$ cat src/hdl/input_loop_cfg_pkg.sv
package input_loop_cfg_pkg;

    // ------------------------------------------------------------
    // register port geometry
    // ------------------------------------------------------------
    localparam int          ADDR_W    = 12;
    localparam int          DATA_W    = 8;
    localparam int          DIV_W     = 10;
    localparam int          REG_COUNT = 12;
    localparam int          DIV_COUNT = 4;

    // ------------------------------------------------------------
    // offsets
    // ------------------------------------------------------------
    localparam logic [11:0] OFF_READBACK_SEL        = 12'h004;
    localparam logic [11:0] OFF_USER_TAG_LOW        = 12'h005;
    localparam logic [11:0] OFF_USER_TAG_HIGH       = 12'h006;
    localparam logic [11:0] OFF_FIRST_REF_LOW       = 12'h010;
    localparam logic [11:0] OFF_FIRST_REF_HIGH      = 12'h011;
    localparam logic [11:0] OFF_SECOND_REF_LOW      = 12'h012;
    localparam logic [11:0] OFF_SECOND_REF_HIGH     = 12'h013;
    localparam logic [11:0] OFF_TEST_REF            = 12'h014;
    localparam logic [11:0] OFF_LOOP_SPARE          = 12'h015;
    localparam logic [11:0] OFF_FEEDBACK_LOW        = 12'h016;
    localparam logic [11:0] OFF_FEEDBACK_HIGH       = 12'h017;
    localparam logic [11:0] OFF_PUMP_CURRENT        = 12'h018;
    localparam logic [11:0] OFF_PUMP_MODE_BACKLASH  = 12'h019;

    // bank entries in index order
    localparam logic [11:0] REG_OFFS [REG_COUNT] = '{
        OFF_USER_TAG_LOW, OFF_USER_TAG_HIGH, OFF_FIRST_REF_LOW, OFF_FIRST_REF_HIGH,
        OFF_SECOND_REF_LOW, OFF_SECOND_REF_HIGH, OFF_TEST_REF, OFF_LOOP_SPARE,
        OFF_FEEDBACK_LOW, OFF_FEEDBACK_HIGH, OFF_PUMP_CURRENT, OFF_PUMP_MODE_BACKLASH};

    localparam int          IDX_TAG_LOW   = 0;
    localparam int          IDX_TAG_HIGH  = 1;
    localparam int          IDX_R1_LOW    = 2;
    localparam int          IDX_R1_HIGH   = 3;
    localparam int          IDX_R2_LOW    = 4;
    localparam int          IDX_R2_HIGH   = 5;
    localparam int          IDX_TEST      = 6;
    localparam int          IDX_SPARE     = 7;
    localparam int          IDX_FB_LOW    = 8;
    localparam int          IDX_FB_HIGH   = 9;
    localparam int          IDX_PUMP      = 10;
    localparam int          IDX_MODE      = 11;

    // writable bits; everything else reads zero
    localparam logic [7:0]  REG_MASK [REG_COUNT] = '{
        8'hFF, 8'hFF, 8'hFF, 8'h03, 8'hFF, 8'h03, 8'h3F, 8'h00, 8'hFF, 8'h03, 8'hFF, 8'h1F};

    // ------------------------------------------------------------
    // reset values
    // ------------------------------------------------------------
    localparam logic [7:0]  RST_USER_TAG  = 8'h00;
    localparam logic [7:0]  RST_DIV_LOW   = 8'h01;
    localparam logic [7:0]  RST_ZERO      = 8'h00;
    localparam logic [7:0]  RST_PUMP      = 8'h00;
    localparam logic [7:0]  RST_MODE      = 8'h0B;
    localparam logic [7:0]  REG_RST [REG_COUNT] = '{
        RST_USER_TAG, RST_USER_TAG, RST_DIV_LOW, RST_ZERO, RST_DIV_LOW, RST_ZERO,
        RST_DIV_LOW, RST_ZERO, RST_DIV_LOW, RST_ZERO, RST_PUMP, RST_MODE};

    // ------------------------------------------------------------
    // field positions and codes
    // ------------------------------------------------------------
    localparam int          BIT_READBACK_SEL  = 0;
    localparam int          BIT_PUMP_HIGHZ    = 7;
    localparam int          BIT_BL_MANUAL     = 4;
    localparam int          BL_WIDTH_LSB      = 2;
    localparam int          MODE_LSB          = 0;
    localparam int          TEST_DIV_W        = 6;
    localparam int          CURRENT_W         = 7;
    localparam logic [1:0]  BL_MINIMUM        = 2'h0;
    localparam logic [1:0]  BL_LOW            = 2'h1;
    localparam logic [1:0]  BL_HIGH           = 2'h2;
    localparam logic [1:0]  BL_MAXIMUM        = 2'h3;
    localparam logic [1:0]  MODE_TRISTATE     = 2'h0;
    localparam logic [1:0]  MODE_PUMP_UP      = 2'h1;
    localparam logic [1:0]  MODE_PUMP_DOWN    = 2'h2;
    localparam logic [1:0]  MODE_NORMAL       = 2'h3;

    typedef logic [DATA_W-1:0] byte_t;
    typedef logic [DIV_W-1:0]  div_t;

endpackage : input_loop_cfg_pkg

$ cat src/hdl/input_pll_divider_pump_config.sv
`timescale 1ns/10ps
module input_pll_divider_pump_config
(
    input  wire logic                                  clk,
    input  wire logic                                  sys_rst,
    input  wire logic [input_loop_cfg_pkg::ADDR_W-1:0] regAddr,
    input  wire logic                                  regWrite,
    input  wire logic                                  regRead,
    input  wire logic [input_loop_cfg_pkg::DATA_W-1:0] regWrData,
    input  wire logic                                  ioUpdate,
    input  wire logic                                  secondRefIndependent,
    input  wire logic                                  firstRefTick,
    input  wire logic                                  secondRefTick,
    input  wire logic                                  testRefTick,
    input  wire logic                                  feedbackTick,
    output logic      [input_loop_cfg_pkg::DATA_W-1:0] regRdData,
    output logic                                       regRdValid,
    output logic      [input_loop_cfg_pkg::DIV_W-1:0]  firstRefDivisor,
    output logic      [input_loop_cfg_pkg::DIV_W-1:0]  secondRefDivisor,
    output logic      [input_loop_cfg_pkg::DIV_W-1:0]  testRefDivisor,
    output logic      [input_loop_cfg_pkg::DIV_W-1:0]  feedbackDivisor,
    output logic                                       firstRefPulse,
    output logic                                       secondRefPulse,
    output logic                                       testRefPulse,
    output logic                                       feedbackPulse,
    output logic                                       pumpHighZ,
    output logic      [input_loop_cfg_pkg::CURRENT_W-1:0] pumpCurrent,
    output logic      [1:0]                            pumpMode,
    output logic                                       backlashManual,
    output logic      [1:0]                            backlashWidth
);
    import input_loop_cfg_pkg::*;

    // ------------------------------------------------------------
    // state
    // ------------------------------------------------------------
    typedef struct packed {
        logic [REG_COUNT-1:0][DATA_W-1:0] pend;
        logic [REG_COUNT-1:0][DATA_W-1:0] act;
        logic                             rbSel;
        logic [DATA_W-1:0]                rdData;
        logic                             rdValid;
        logic [DIV_COUNT-1:0][DIV_W-1:0]  cnt;
        logic [DIV_COUNT-1:0][DIV_W-1:0]  div;
        logic [DIV_COUNT-1:0]             pulse;
        logic                             highZ;
        logic [CURRENT_W-1:0]             current;
        logic [1:0]                       mode;
        logic                             blManual;
        logic [1:0]                       blWidth;
    } state_s;

    state_s st_ff;
    state_s nxt_st;

    // codes 0 and 1 both divide by one
    function automatic div_t effDiv(input div_t code);
        effDiv = (code < div_t'(2)) ? div_t'(1) : code;
    endfunction : effDiv

    logic [DIV_COUNT-1:0] tick;
    assign tick = {feedbackTick, testRefTick, secondRefTick, firstRefTick};

    // ------------------------------------------------------------
    // next state
    // ------------------------------------------------------------
    always_comb begin
        div_t   firstCode;
        div_t   secondCode;
        div_t   testCode;
        div_t   fbCode;
        logic   hit;
        byte_t  rd;
        nxt_st     = st_ff;
        hit        = 1'b0;
        rd         = '0;
        firstCode  = '0;
        secondCode = '0;
        testCode   = '0;
        fbCode     = '0;
        nxt_st.pulse   = '0;
        nxt_st.rdValid = regRead;
        if (regWrite && regAddr == OFF_READBACK_SEL) begin
            nxt_st.rbSel = regWrData[BIT_READBACK_SEL];
        end
        for (int i = 0; i < REG_COUNT; i++) begin
            if (regWrite && regAddr == REG_OFFS[i]) begin
                nxt_st.pend[i] = regWrData & REG_MASK[i];
            end
            if (regAddr == REG_OFFS[i]) begin
                hit = 1'b1;
                rd  = st_ff.rbSel ? st_ff.pend[i] : st_ff.act[i];
            end
        end
        if (regAddr == OFF_READBACK_SEL) begin
            hit = 1'b1;
            rd  = byte_t'(st_ff.rbSel);
        end
        // unmapped addresses read zero
        if (regRead) begin
            nxt_st.rdData = hit ? rd : '0;
        end
        if (ioUpdate) begin
            nxt_st.act = nxt_st.pend;
        end
        firstCode  = {nxt_st.act[IDX_R1_HIGH][1:0], nxt_st.act[IDX_R1_LOW]};
        secondCode = {nxt_st.act[IDX_R2_HIGH][1:0], nxt_st.act[IDX_R2_LOW]};
        testCode   = div_t'(nxt_st.act[IDX_TEST][TEST_DIV_W-1:0]);
        fbCode     = {nxt_st.act[IDX_FB_HIGH][1:0], nxt_st.act[IDX_FB_LOW]};
        nxt_st.div[0] = effDiv(firstCode);
        nxt_st.div[1] = secondRefIndependent ? effDiv(secondCode) : effDiv(firstCode);
        nxt_st.div[2] = effDiv(testCode);
        nxt_st.div[3] = effDiv(fbCode);
        for (int d = 0; d < DIV_COUNT; d++) begin
            if (tick[d]) begin
                if (st_ff.cnt[d] >= st_ff.div[d] - div_t'(1)) begin
                    nxt_st.cnt[d]   = '0;
                    nxt_st.pulse[d] = 1'b1;
                end else begin
                    nxt_st.cnt[d] = st_ff.cnt[d] + div_t'(1);
                end
            end
        end
        nxt_st.highZ    = nxt_st.act[IDX_PUMP][BIT_PUMP_HIGHZ];
        nxt_st.current  = nxt_st.act[IDX_PUMP][CURRENT_W-1:0];
        nxt_st.mode     = nxt_st.act[IDX_MODE][MODE_LSB+:2];
        nxt_st.blManual = nxt_st.act[IDX_MODE][BIT_BL_MANUAL];
        nxt_st.blWidth  = nxt_st.blManual ? nxt_st.act[IDX_MODE][BL_WIDTH_LSB+:2] : BL_HIGH;
    end

    // ------------------------------------------------------------
    // registers
    // ------------------------------------------------------------
    always_ff @(posedge clk) begin
        if (sys_rst) begin
            for (int i = 0; i < REG_COUNT; i++) begin
                st_ff.pend[i] <= REG_RST[i];
                st_ff.act[i]  <= REG_RST[i];
            end
            st_ff.rbSel    <= 1'b0;
            st_ff.rdData   <= '0;
            st_ff.rdValid  <= 1'b0;
            st_ff.cnt      <= '0;
            st_ff.div      <= {DIV_COUNT{div_t'(1)}};
            st_ff.pulse    <= '0;
            st_ff.highZ    <= 1'b0;
            st_ff.current  <= '0;
            st_ff.mode     <= MODE_NORMAL;
            st_ff.blManual <= 1'b0;
            st_ff.blWidth  <= BL_HIGH;
        end else begin
            st_ff <= nxt_st;
        end
    end

    // outputs straight from flops; the tag bytes drive nothing
    assign regRdData        = st_ff.rdData;
    assign regRdValid       = st_ff.rdValid;
    assign firstRefDivisor  = st_ff.div[0];
    assign secondRefDivisor = st_ff.div[1];
    assign testRefDivisor   = st_ff.div[2];
    assign feedbackDivisor  = st_ff.div[3];
    assign firstRefPulse    = st_ff.pulse[0];
    assign secondRefPulse   = st_ff.pulse[1];
    assign testRefPulse     = st_ff.pulse[2];
    assign feedbackPulse    = st_ff.pulse[3];
    assign pumpHighZ        = st_ff.highZ;
    assign pumpCurrent      = st_ff.current;
    assign pumpMode         = st_ff.mode;
    assign backlashManual   = st_ff.blManual;
    assign backlashWidth    = st_ff.blWidth;
endmodule : input_pll_divider_pump_config

$ cat config.mk
export PLATFORM = sky130hd
export DESIGN_NAME = input_pll_divider_pump_config
export DESIGN_NICKNAME = d
export VERILOG_FILES = /design/src/hdl/input_loop_cfg_pkg.sv /design/src/hdl/input_pll_divider_pump_config.sv
export SDC_FILE = /design/constraint.sdc
export NUM_CORES = 1
export LEC_CHECK = 0
export BUFFER_PORTS_ARGS = -buffer_cell sky130_fd_sc_hd__buf_2
export CELL_PAD_IN_SITES_DETAIL_PLACEMENT = 1
export CELL_PAD_IN_SITES_GLOBAL_PLACEMENT = 1
export CORE_MARGIN = 4
export CORE_UTILIZATION = 52
export CTS_BUF_LIST = sky130_fd_sc_hd__clkbuf_8
export CTS_CLUSTER_SIZE = 10
export DETAILED_ROUTE_END_ITERATION = 12
export PLACE_DENSITY_LB_ADDON = 0.05
export SLEW_MARGIN = 20
export SYNTH_ARGS = -nofsm -noshare
export SYNTH_HDL_FRONTEND = slang
export SYNTH_SLANG_ARGS = --single-unit
$ cat constraint.sdc
create_clock -name clk -period 4.2 [get_ports clk]
set_input_delay 0 -clock clk [delete_from_list [all_inputs] [get_ports clk]]
set_output_delay 0 -clock clk [all_outputs]
set_load 0.01 [all_outputs]
======== Word level (Yosys, flattened, before mapping) ========
Cells that the tools add are included.
word-level totals
  logic and storage cells ................. 167
  flip-flop bits (word level) ............. 299
  input port bits ......................... 30
  output and inout bits ................... 66
cells by class
  bitwise operators ....................... 5
  order comparisons ....................... 8
  equal/unequal tests ..................... 13
  reduce and logical (&&, ||, !) cells .... 20
  mux-type cells .......................... 63
  add/sub/neg operators ................... 8
operators with widths
  kind                                                                           count
  8-bit two-way mux                                                              38
  12-bit by 5-bit equality test with 1-bit output, second input constant         10
  93-bit two-way mux                                                             1
  10-bit two-way mux                                                             7
  10-bit by 1-bit adder with 10-bit output, second input constant                4
  10-bit >= comparator                                                           4
  10-bit by 1-bit subtractor with 10-bit output, second input constant           4
  12-bit by 3-bit equality test with 1-bit output, second input constant         3
  10-bit by 2-bit less-than comparator with 1-bit output, second input constant  3
  1-bit two-way mux                                                              17
  2-bit OR reduction                                                             7
  1-bit logical AND                                                              13
  6-bit by 2-bit less-than comparator with 1-bit output, second input constant   1
  1-bit inverter                                                                 5

======== Logic depth before layout (Yosys ltp) ========
Gate-level depths: netlist of the first run.
  depth in word-level cells ............... 15
  depth in mapped cells ................... 11
  depth with buffers taken out ............ 11

======== Least setup slack after synthesis of the first run ========
OpenSTA, ideal clock, no wires.
  kind .................................... register -> register
  start point ............................. reg st_ff (netlist bit secondRefDivisor[5])
  end point ............................... reg st_ff[67] (netlist name)
  arrival time ............................ 2.494 ns
  setup slack ............................. 1.636 ns
  period minus slack after synthesis ...... 2.564 ns
  library setup time ...................... 0.070 ns
  stages on the path, launching flop included .. 10
  cells stage by stage .................... dfxtp_1 -> nor4_1 -> nand2b_1 -> or3_1 -> xor2_1 -> ha_1 -> or4_1 -> a211o_1 -> clkbuf_1 -> a21oi_1
on the way
  longest elaborated chain between the ends .. 3
RTL lines
  item                                           line                                  RTL
  start, declared                                input_pll_divider_pump_config.sv:53   state_s st_ff;
  start signal, assigned                         input_pll_divider_pump_config.sv:152  st_ff <= nxt_st;
  10-bit by 1-bit subtractor with 10-bit output  input_pll_divider_pump_config.sv:116  if (st_ff.cnt[d] >= st_ff.div[d] - div_t'(1)) begin
  10-bit >= comparator                           input_pll_divider_pump_config.sv:116
  10-bit two-way mux                             input_pll_divider_pump_config.sv:116
No other way between the ends.
A chain may end at the register's enable or synchronous reset.

======== Worst setup path in the final report of the first run ========
  start point ............................. reg st_ff (netlist bit secondRefDivisor[3])
  end point ............................... reg st_ff[69] (netlist name)
The elaborated chain is that of the path after synthesis.

==> results of run 1 <==
[logic make-up after synthesis]
group           synth area share
flops                      0.404
fa+ha+maj                 0.0427
buf+inv                   0.0643
other cells             0.000266
simple gates               0.190
compound gates             0.137
mux                        0.122
xor+xnor                  0.0398
[final timing paths]
| check | endpoint | slack [ns] | depth (start not counted) |
|---|---|---|---|
| worst min register to register | st_ff[202] | 0.45 | 2 |
| worst max-delay path | st_ff[69] | 1.27 | 8 |
| worst min-delay path | st_ff[227] | 0.11 | 6 |
| worst max register to register | st_ff[69] | 1.27 | 8 |
[metal layers]
metal	up-vias	wire length, um	global-route usage
met2	255	19000	0.433
met5	-	0	0.00481
met4	0	961	0.0768
met3	70	2040	0.0463
met1	5655	18900	0.371
li1	5445	-	-
[metrics by stage]
step                area, sq um  setup WS, ns  hold slack (ns)  total power, mW  utilization
finish                    15500          1.27            0.115             5.86        0.587
global route              15500          1.06            0.123             6.12        0.587
CTS                       15500          1.27           0.0812             5.91        0.587
detailed placement        14300          1.37            0.329             3.41        0.542
global placement          14300          1.49            0.319             3.39        0.542
floorplan                 14100          1.64            0.128             3.25            -
[area by class of cell]
class | count | area, sq um | share of cell area
Multi-Input combinational cell | 1087 | 7500 | 0.485
Sequential cell | 284 | 5690 | 0.368
Clock buffer | 61 | 840 | 0.0543
Timing Repair Buffer | 132 | 825 | 0.0533
Tap cell | 335 | 419 | 0.0271
Clock inverter | 25 | 128 | 0.00826
Inverter | 16 | 60.1 | 0.00389
[state kept, by name, summed over array words and instances (netlist names)]
signal            count
testRefDivisor        6
firstRefPulse         1
regRdValid            1
testRefPulse          1
secondRefDivisor     10
regRdData             8
secondRefPulse        1
feedbackDivisor      10
firstRefDivisor      10
feedbackPulse         1
st_ff               233
backlashWidth         2
[what timing repair did]
action / CTS / global route
endpoints found under the hold margin: 149 / 0
gates resized for setup: 0 / 0
buffers inserted: 0 / 0
hold buffers: 21 / 0
[cells in the mapped netlist (7+ instances only)]
master	number
dfxtp_1	284
nor2_1	189
a21oi_1	121
mux2i_1	104
nand2_1	103
buf_4	63
clkbuf_1	63
ha_1	48
nor2b_1	47
a211oi_1	45
mux2_2	42
xor2_1	35
nand3_1	34
and2_1	31
xnor2_1	29
a21o_1	20
nor3_1	19
nand4_1	18
inv_1	16
nand2b_1	16
buf_2	15
o2111ai_1	12
a22oi_1	10
o21a_1	10
o21ai_0	10
or4_1	10
buf_1	9
o21ai_1	9
a211o_1	8
a221oi_2	8
mux4_2	8
a31oi_1	7
o22ai_1	7
[layout by cell type (no fill, tap or decap), types with 12 or more instances in the layout]
| cell type | instances |
|---|---|
| buf_4 | 21 |
| mux2i_1 | 104 |
| mux2_2 | 42 |
| ha_1 | 48 |
| buf_2 | 89 |
| inv_1 | 35 |
| a21o_1 | 20 |
| nand2_1 | 103 |
| dlygate4sd3_1 | 21 |
| a211oi_1 | 45 |
| nor2_1 | 189 |
| clkbuf_8 | 61 |
| nand2b_1 | 16 |
| nand3_1 | 34 |
| xor2_1 | 35 |
| nor2b_1 | 47 |
| xnor2_1 | 29 |
| and2_1 | 31 |
| nand4_1 | 18 |
| a21oi_1 | 121 |
| dfxtp_1 | 283 |
| o2111ai_1 | 12 |
| nor3_1 | 19 |
[power breakdown]
part	internal (mW)	switching, mW	leakage [nW]
clock	1.36	1.13	0.571
combinational	0.213	0.337	3.51
sequential	2.76	0.0648	2.30
[worst max-delay path, cell delays in order (launching register included)]
cell      delay, ns
dfxtp_1        0.34
nor4_1         0.44
nand2b_1       0.14
or3_1          0.37
xor2_1         0.18
ha_1           0.21
or4_1          0.52
a211o_1        0.42
a21oi_1        0.21
==> results_dict.tcl, run 1 <==
set metrics [dict create \
    grt_max_degree 107 \
    power_leakage_nw 6.39 \
    min_from "regAddr[7]" \
    die_h_um 173 \
    slew_headroom 0.449 \
    drt_pre_antenna_iters 5 \
    viasPerCell 5.89 \
    clkTransAtPathRegs_ns 0.06 \
    root_buffer "clkbuf_8" \
    cts_buffer_depth 3 \
    rr_startpoint "secondRefDivisor[3]" \
    hold_viol 0 \
    drive_gt1_frac 0.163 \
    overflow 0 \
    core_sq_mm 0.0264 \
    yosysWarnings 0 \
    crit_start "secondRefDivisor[3]" \
    final-instance-count-excl-fill 1940 \
    antenna_found_initial 0 \
    path_class "register to register" \
    period_share 0.698 \
    yosys_register_bits 284 \
    wirelength_um 41000 \
    drv_slew 0 \
    cts_tree "done" \
    synth_area_leaders "dfxtp_1 (40%), mux2i_1 (7.4%), nor2_1 (5.0%)" \
    fmaxAchievable_mhz 341 \
    cts_sinks 284 \
    fp.dieW_um 173 \
    synthFlopType "dfxtp_1" \
    area_growth_pct 9.80 \
    synth-edff-count 0 \
    fillers 3027 \
    grt_pass1_vias 11600 \
    num_antenna_cells 0 \
    dp.cells 1833 \
    die_area_sq_mm 0.0298 \
    setup_viol 0 \
    worstMarginPinSlew_ns 0.827 \
    drc 0 \
    io_buffers 91 \
    avgRoutedWirePerCell_um 21.1 \
    grt_util_all_layers 0.268 \
    rsz0062_at_grt "false" \
    avgSynthCellArea_sq_um 9.16 \
    synth_top_area_cell "dfxtp_1" \
    io_pins 96 \
    status "completed" \
    syn_inst 1537 \
    power.density_mw_per_mm2 379 \
    crit_arrival_ns 3.43 \
    antenna_left 0 \
    start_util 0.534 \
    hold_class "input port to register" \
    cp-start-kind "register" \
    numCtsBuffers 50 \
    clock_latency_ns 0.57 \
    drv_cap 0 \
    async_flop_share 0 \
    dp_hpwl_um 28700 \
    layout_min_cycle_time_ns 2.93 \
    peakVddDrop_v 0.000244 \
    vias 11400 \
    worst_setup_path_end_kind "register" \
    ys_seq_area_frac 0.404 \
    tns_ns 0 \
    syn-cell-area_sq_mm 0.0141 \
    synthDistinctLibCells 70 \
    skew_ns 0.0135 \
    drt_iter0_markers 696 \
    place.gp.congestion 0.894 \
    nNetsFinal 1649 \
    synth_top_cell_area_share 0.404 \
    required_ns 4.70 \
    grt_first_pass_wirelength_um 65600 \
    row_count 59 \
    path_max_fanout 10 \
    cts_max_level 2 \
]
Power figures use the tool's default switching activity.
==> run 2: changes to the inputs <==
--- a/config.mk
+++ b/config.mk
@@ -9,7 +9,7 @@
 export CELL_PAD_IN_SITES_DETAIL_PLACEMENT = 1
 export CELL_PAD_IN_SITES_GLOBAL_PLACEMENT = 1
 export CORE_MARGIN = 4
-export CORE_UTILIZATION = 52
+export CORE_UTILIZATION = 44
 export CTS_BUF_LIST = sky130_fd_sc_hd__clkbuf_8
 export CTS_CLUSTER_SIZE = 10
 export DETAILED_ROUTE_END_ITERATION = 12
==> constraint.sdc (replaced) <==
create_clock -name clk -period 2.5 [get_ports clk]
set_input_delay 0 -clock clk [delete_from_list [all_inputs] [get_ports clk]]
set_output_delay 0 -clock clk [all_outputs]
set_load 0.01 [all_outputs]
==> run 2 against run 1 <==
Against the previous run: the run now ends with setup timing left; global-route usage decreased by 2.5 points; via count is 2.7% higher; combinational power increased by 110%; first-iteration DRC count is 9.3% lower; non-clock buffer count grew 82; sequential share of layout area decreased by 2.8 points; cell count increased by 8.2%; clock power rose by 92%; setup slack lost 1.4 ns; worst hold slack got worse by 0.030 ns; wire length grew 7.3%; count of clock-buffer cells in the layout grew 5; largest power group is now the clock network.
==> results_dict.tcl, run 2 (same netlist as run 1, synthesis figures left out) <==
set metrics [dict create \
    status "finished with violations" \
    violations "setup timing" \
    fp.dieW_um 187 \
    area_growth_pct 18.9 \
    met2WireLength_um 20700 \
    cts_sinks 284 \
    place.gp.congestion 0.822 \
    hold_slack_ns 0.0847 \
    clock_latency_ns 0.60 \
    antenna_found_initial 0 \
    numCtsBuffers 51 \
    io_pins 96 \
    cts_tree "done" \
    die_h_um 187 \
    fin_ws_ns -0.0876 \
    grt_max_degree 87 \
    rsz0062_at_grt "true" \
    hold_viol 0 \
    slew_headroom 0.548 \
    power_leakage_nw 6.93 \
    clock_power_share 0.448 \
    cts_buffer_depth 3 \
    p_sw_mw 2.78 \
    cp-start-kind "register" \
    p_int_mw 7.89 \
    drv_cap 0 \
    total_power_mw 10.7 \
    io_buffers 91 \
    hold_class "input port to register" \
    crit_arrival_ns 3.11 \
    vias 11700 \
    root_buffer "clkbuf_8" \
    final_common_cell "dfxtp_1" \
    drt_pre_antenna_iters 4 \
    stdcell_area_sq_mm 0.0167 \
    antenna_left 0 \
    fmaxAchievable_mhz 386 \
    post-place-ws_ns -0.214 \
    drt_iter0_markers 631 \
    overflow 0 \
    placed_area_sq_mm 0.0149 \
    layout_common_cells "dfxtp_1 (279), nor2_1 (187), mux2i_1 (104), nand2_1 (101)" \
    wl_met1_um 20600 \
    p_comb_frac 0.109 \
    tns_ns -1.09 \
    setup_viol 22 \
    core_sq_mm 0.0316 \
    path_max_fanout 5 \
    grt_pass1_vias 12100 \
    viasPerCell 5.59 \
    worst_setup_path_end_kind "register" \
    grt_first_pass_wirelength_um 68800 \
    nNetsFinal 1735 \
    drv_slew 0 \
    avgRoutedWirePerCell_um 21.0 \
    cts_max_level 2 \
    peakVddDrop_v 0.000422 \
    worstMarginPinSlew_ns 0.679 \
    num_antenna_cells 0 \
    layout_min_cycle_time_ns 2.59 \
    seqPwrFrac 0.443 \
    dp_hpwl_um 30600 \
    clkTransAtPathRegs_ns 0.06 \
    power.density_mw_per_mm2 638 \
    period_share 1.04 \
    top_register "st_ff" \
    switching_share 0.261 \
    start_util 0.446 \
    row_count 65 \
    required_ns 3.03 \
    drive_gt1_frac 0.252 \
    routed.top_layer "met4" \
    wirelength_um 44000 \
    skew_ns 0.0153 \
    drc 0 \
    path_class "register to register" \
    met3WireLength_um 1720 \
    grt_util_all_layers 0.243 \
    largest_register_ffs 233 \
    die_area_sq_mm 0.0349 \
]
run 2: final timing paths:
kind	start	to	slack, ns	cells past startpoint
max	secondRefDivisor[5]	st_ff[72]	-0.09	9
min	regAddr[1]	st_ff[228]	0.08	5
min reg2reg	st_ff[153]	st_ff[153]	0.46	2
max reg2reg	secondRefDivisor[5]	st_ff[72]	-0.09	9
run 2: final cells by class:
cell class	count	area [sq um]
well taps	402	503
inverters	16	60.1
clock buffers	66	908
multi-input cells	1090	7860
clock inverters	27	228
fillers	3601	14800
flip-flops and latches	284	5700
repair buffers	214	1480
run 2: what timing repair did:
action                                 4_1_cts  5_1_grt
pin swaps                                   26       21
setup endpoints to repair                   32       36
gates resized for setup                     49       35
buffers inserted                             4        3
gates cloned                                 2        2
endpoints found under the hold margin      144        0
hold buffers                                22        0
run 2: routing by layer:
metal | vias to the layer above | GRT usage
met5 | - | 0
met4 | 0 | 0.0640
met3 | 72 | 0.0379
met2 | 213 | 0.401
met1 | 5822 | 0.335
li1 | 5628 | -
run 2: stage by stage:
| step | util | instances |
|---|---|---|
| detailed placement | 0.474 | 1973 |
| floorplan | - | 1540 |
| CTS | 0.525 | 2094 |
| global placement | 0.474 | 1973 |
| global route | 0.530 | 2099 |
| finish | 0.530 | 2099 |
run 2: power by group through the flow:
| stage | registers, mW | clock network (mW) | logic (mW) |
|---|---|---|---|
| 2_1_floorplan | 4.81 | 0 | 0.661 |
| 5_1_grt | 4.74 | 5.14 | 1.27 |
| 3_3_place_gp | 4.81 | 0 | 0.964 |
| 4_1_cts | 4.72 | 4.92 | 1.11 |
| 6_report | 4.73 | 4.79 | 1.16 |
| 3_5_place_dp | 4.82 | 0 | 0.986 |
run 2: critical path, stage by stage (launching register included):
cell      delay [ns]
dfxtp_2         0.33
nor4_4          0.28
nand2b_1        0.10
or3_4           0.36
buf_4           0.15
xor2_1          0.14
ha_2            0.18
or4_4           0.51
a211o_4         0.33
a21oi_2         0.15
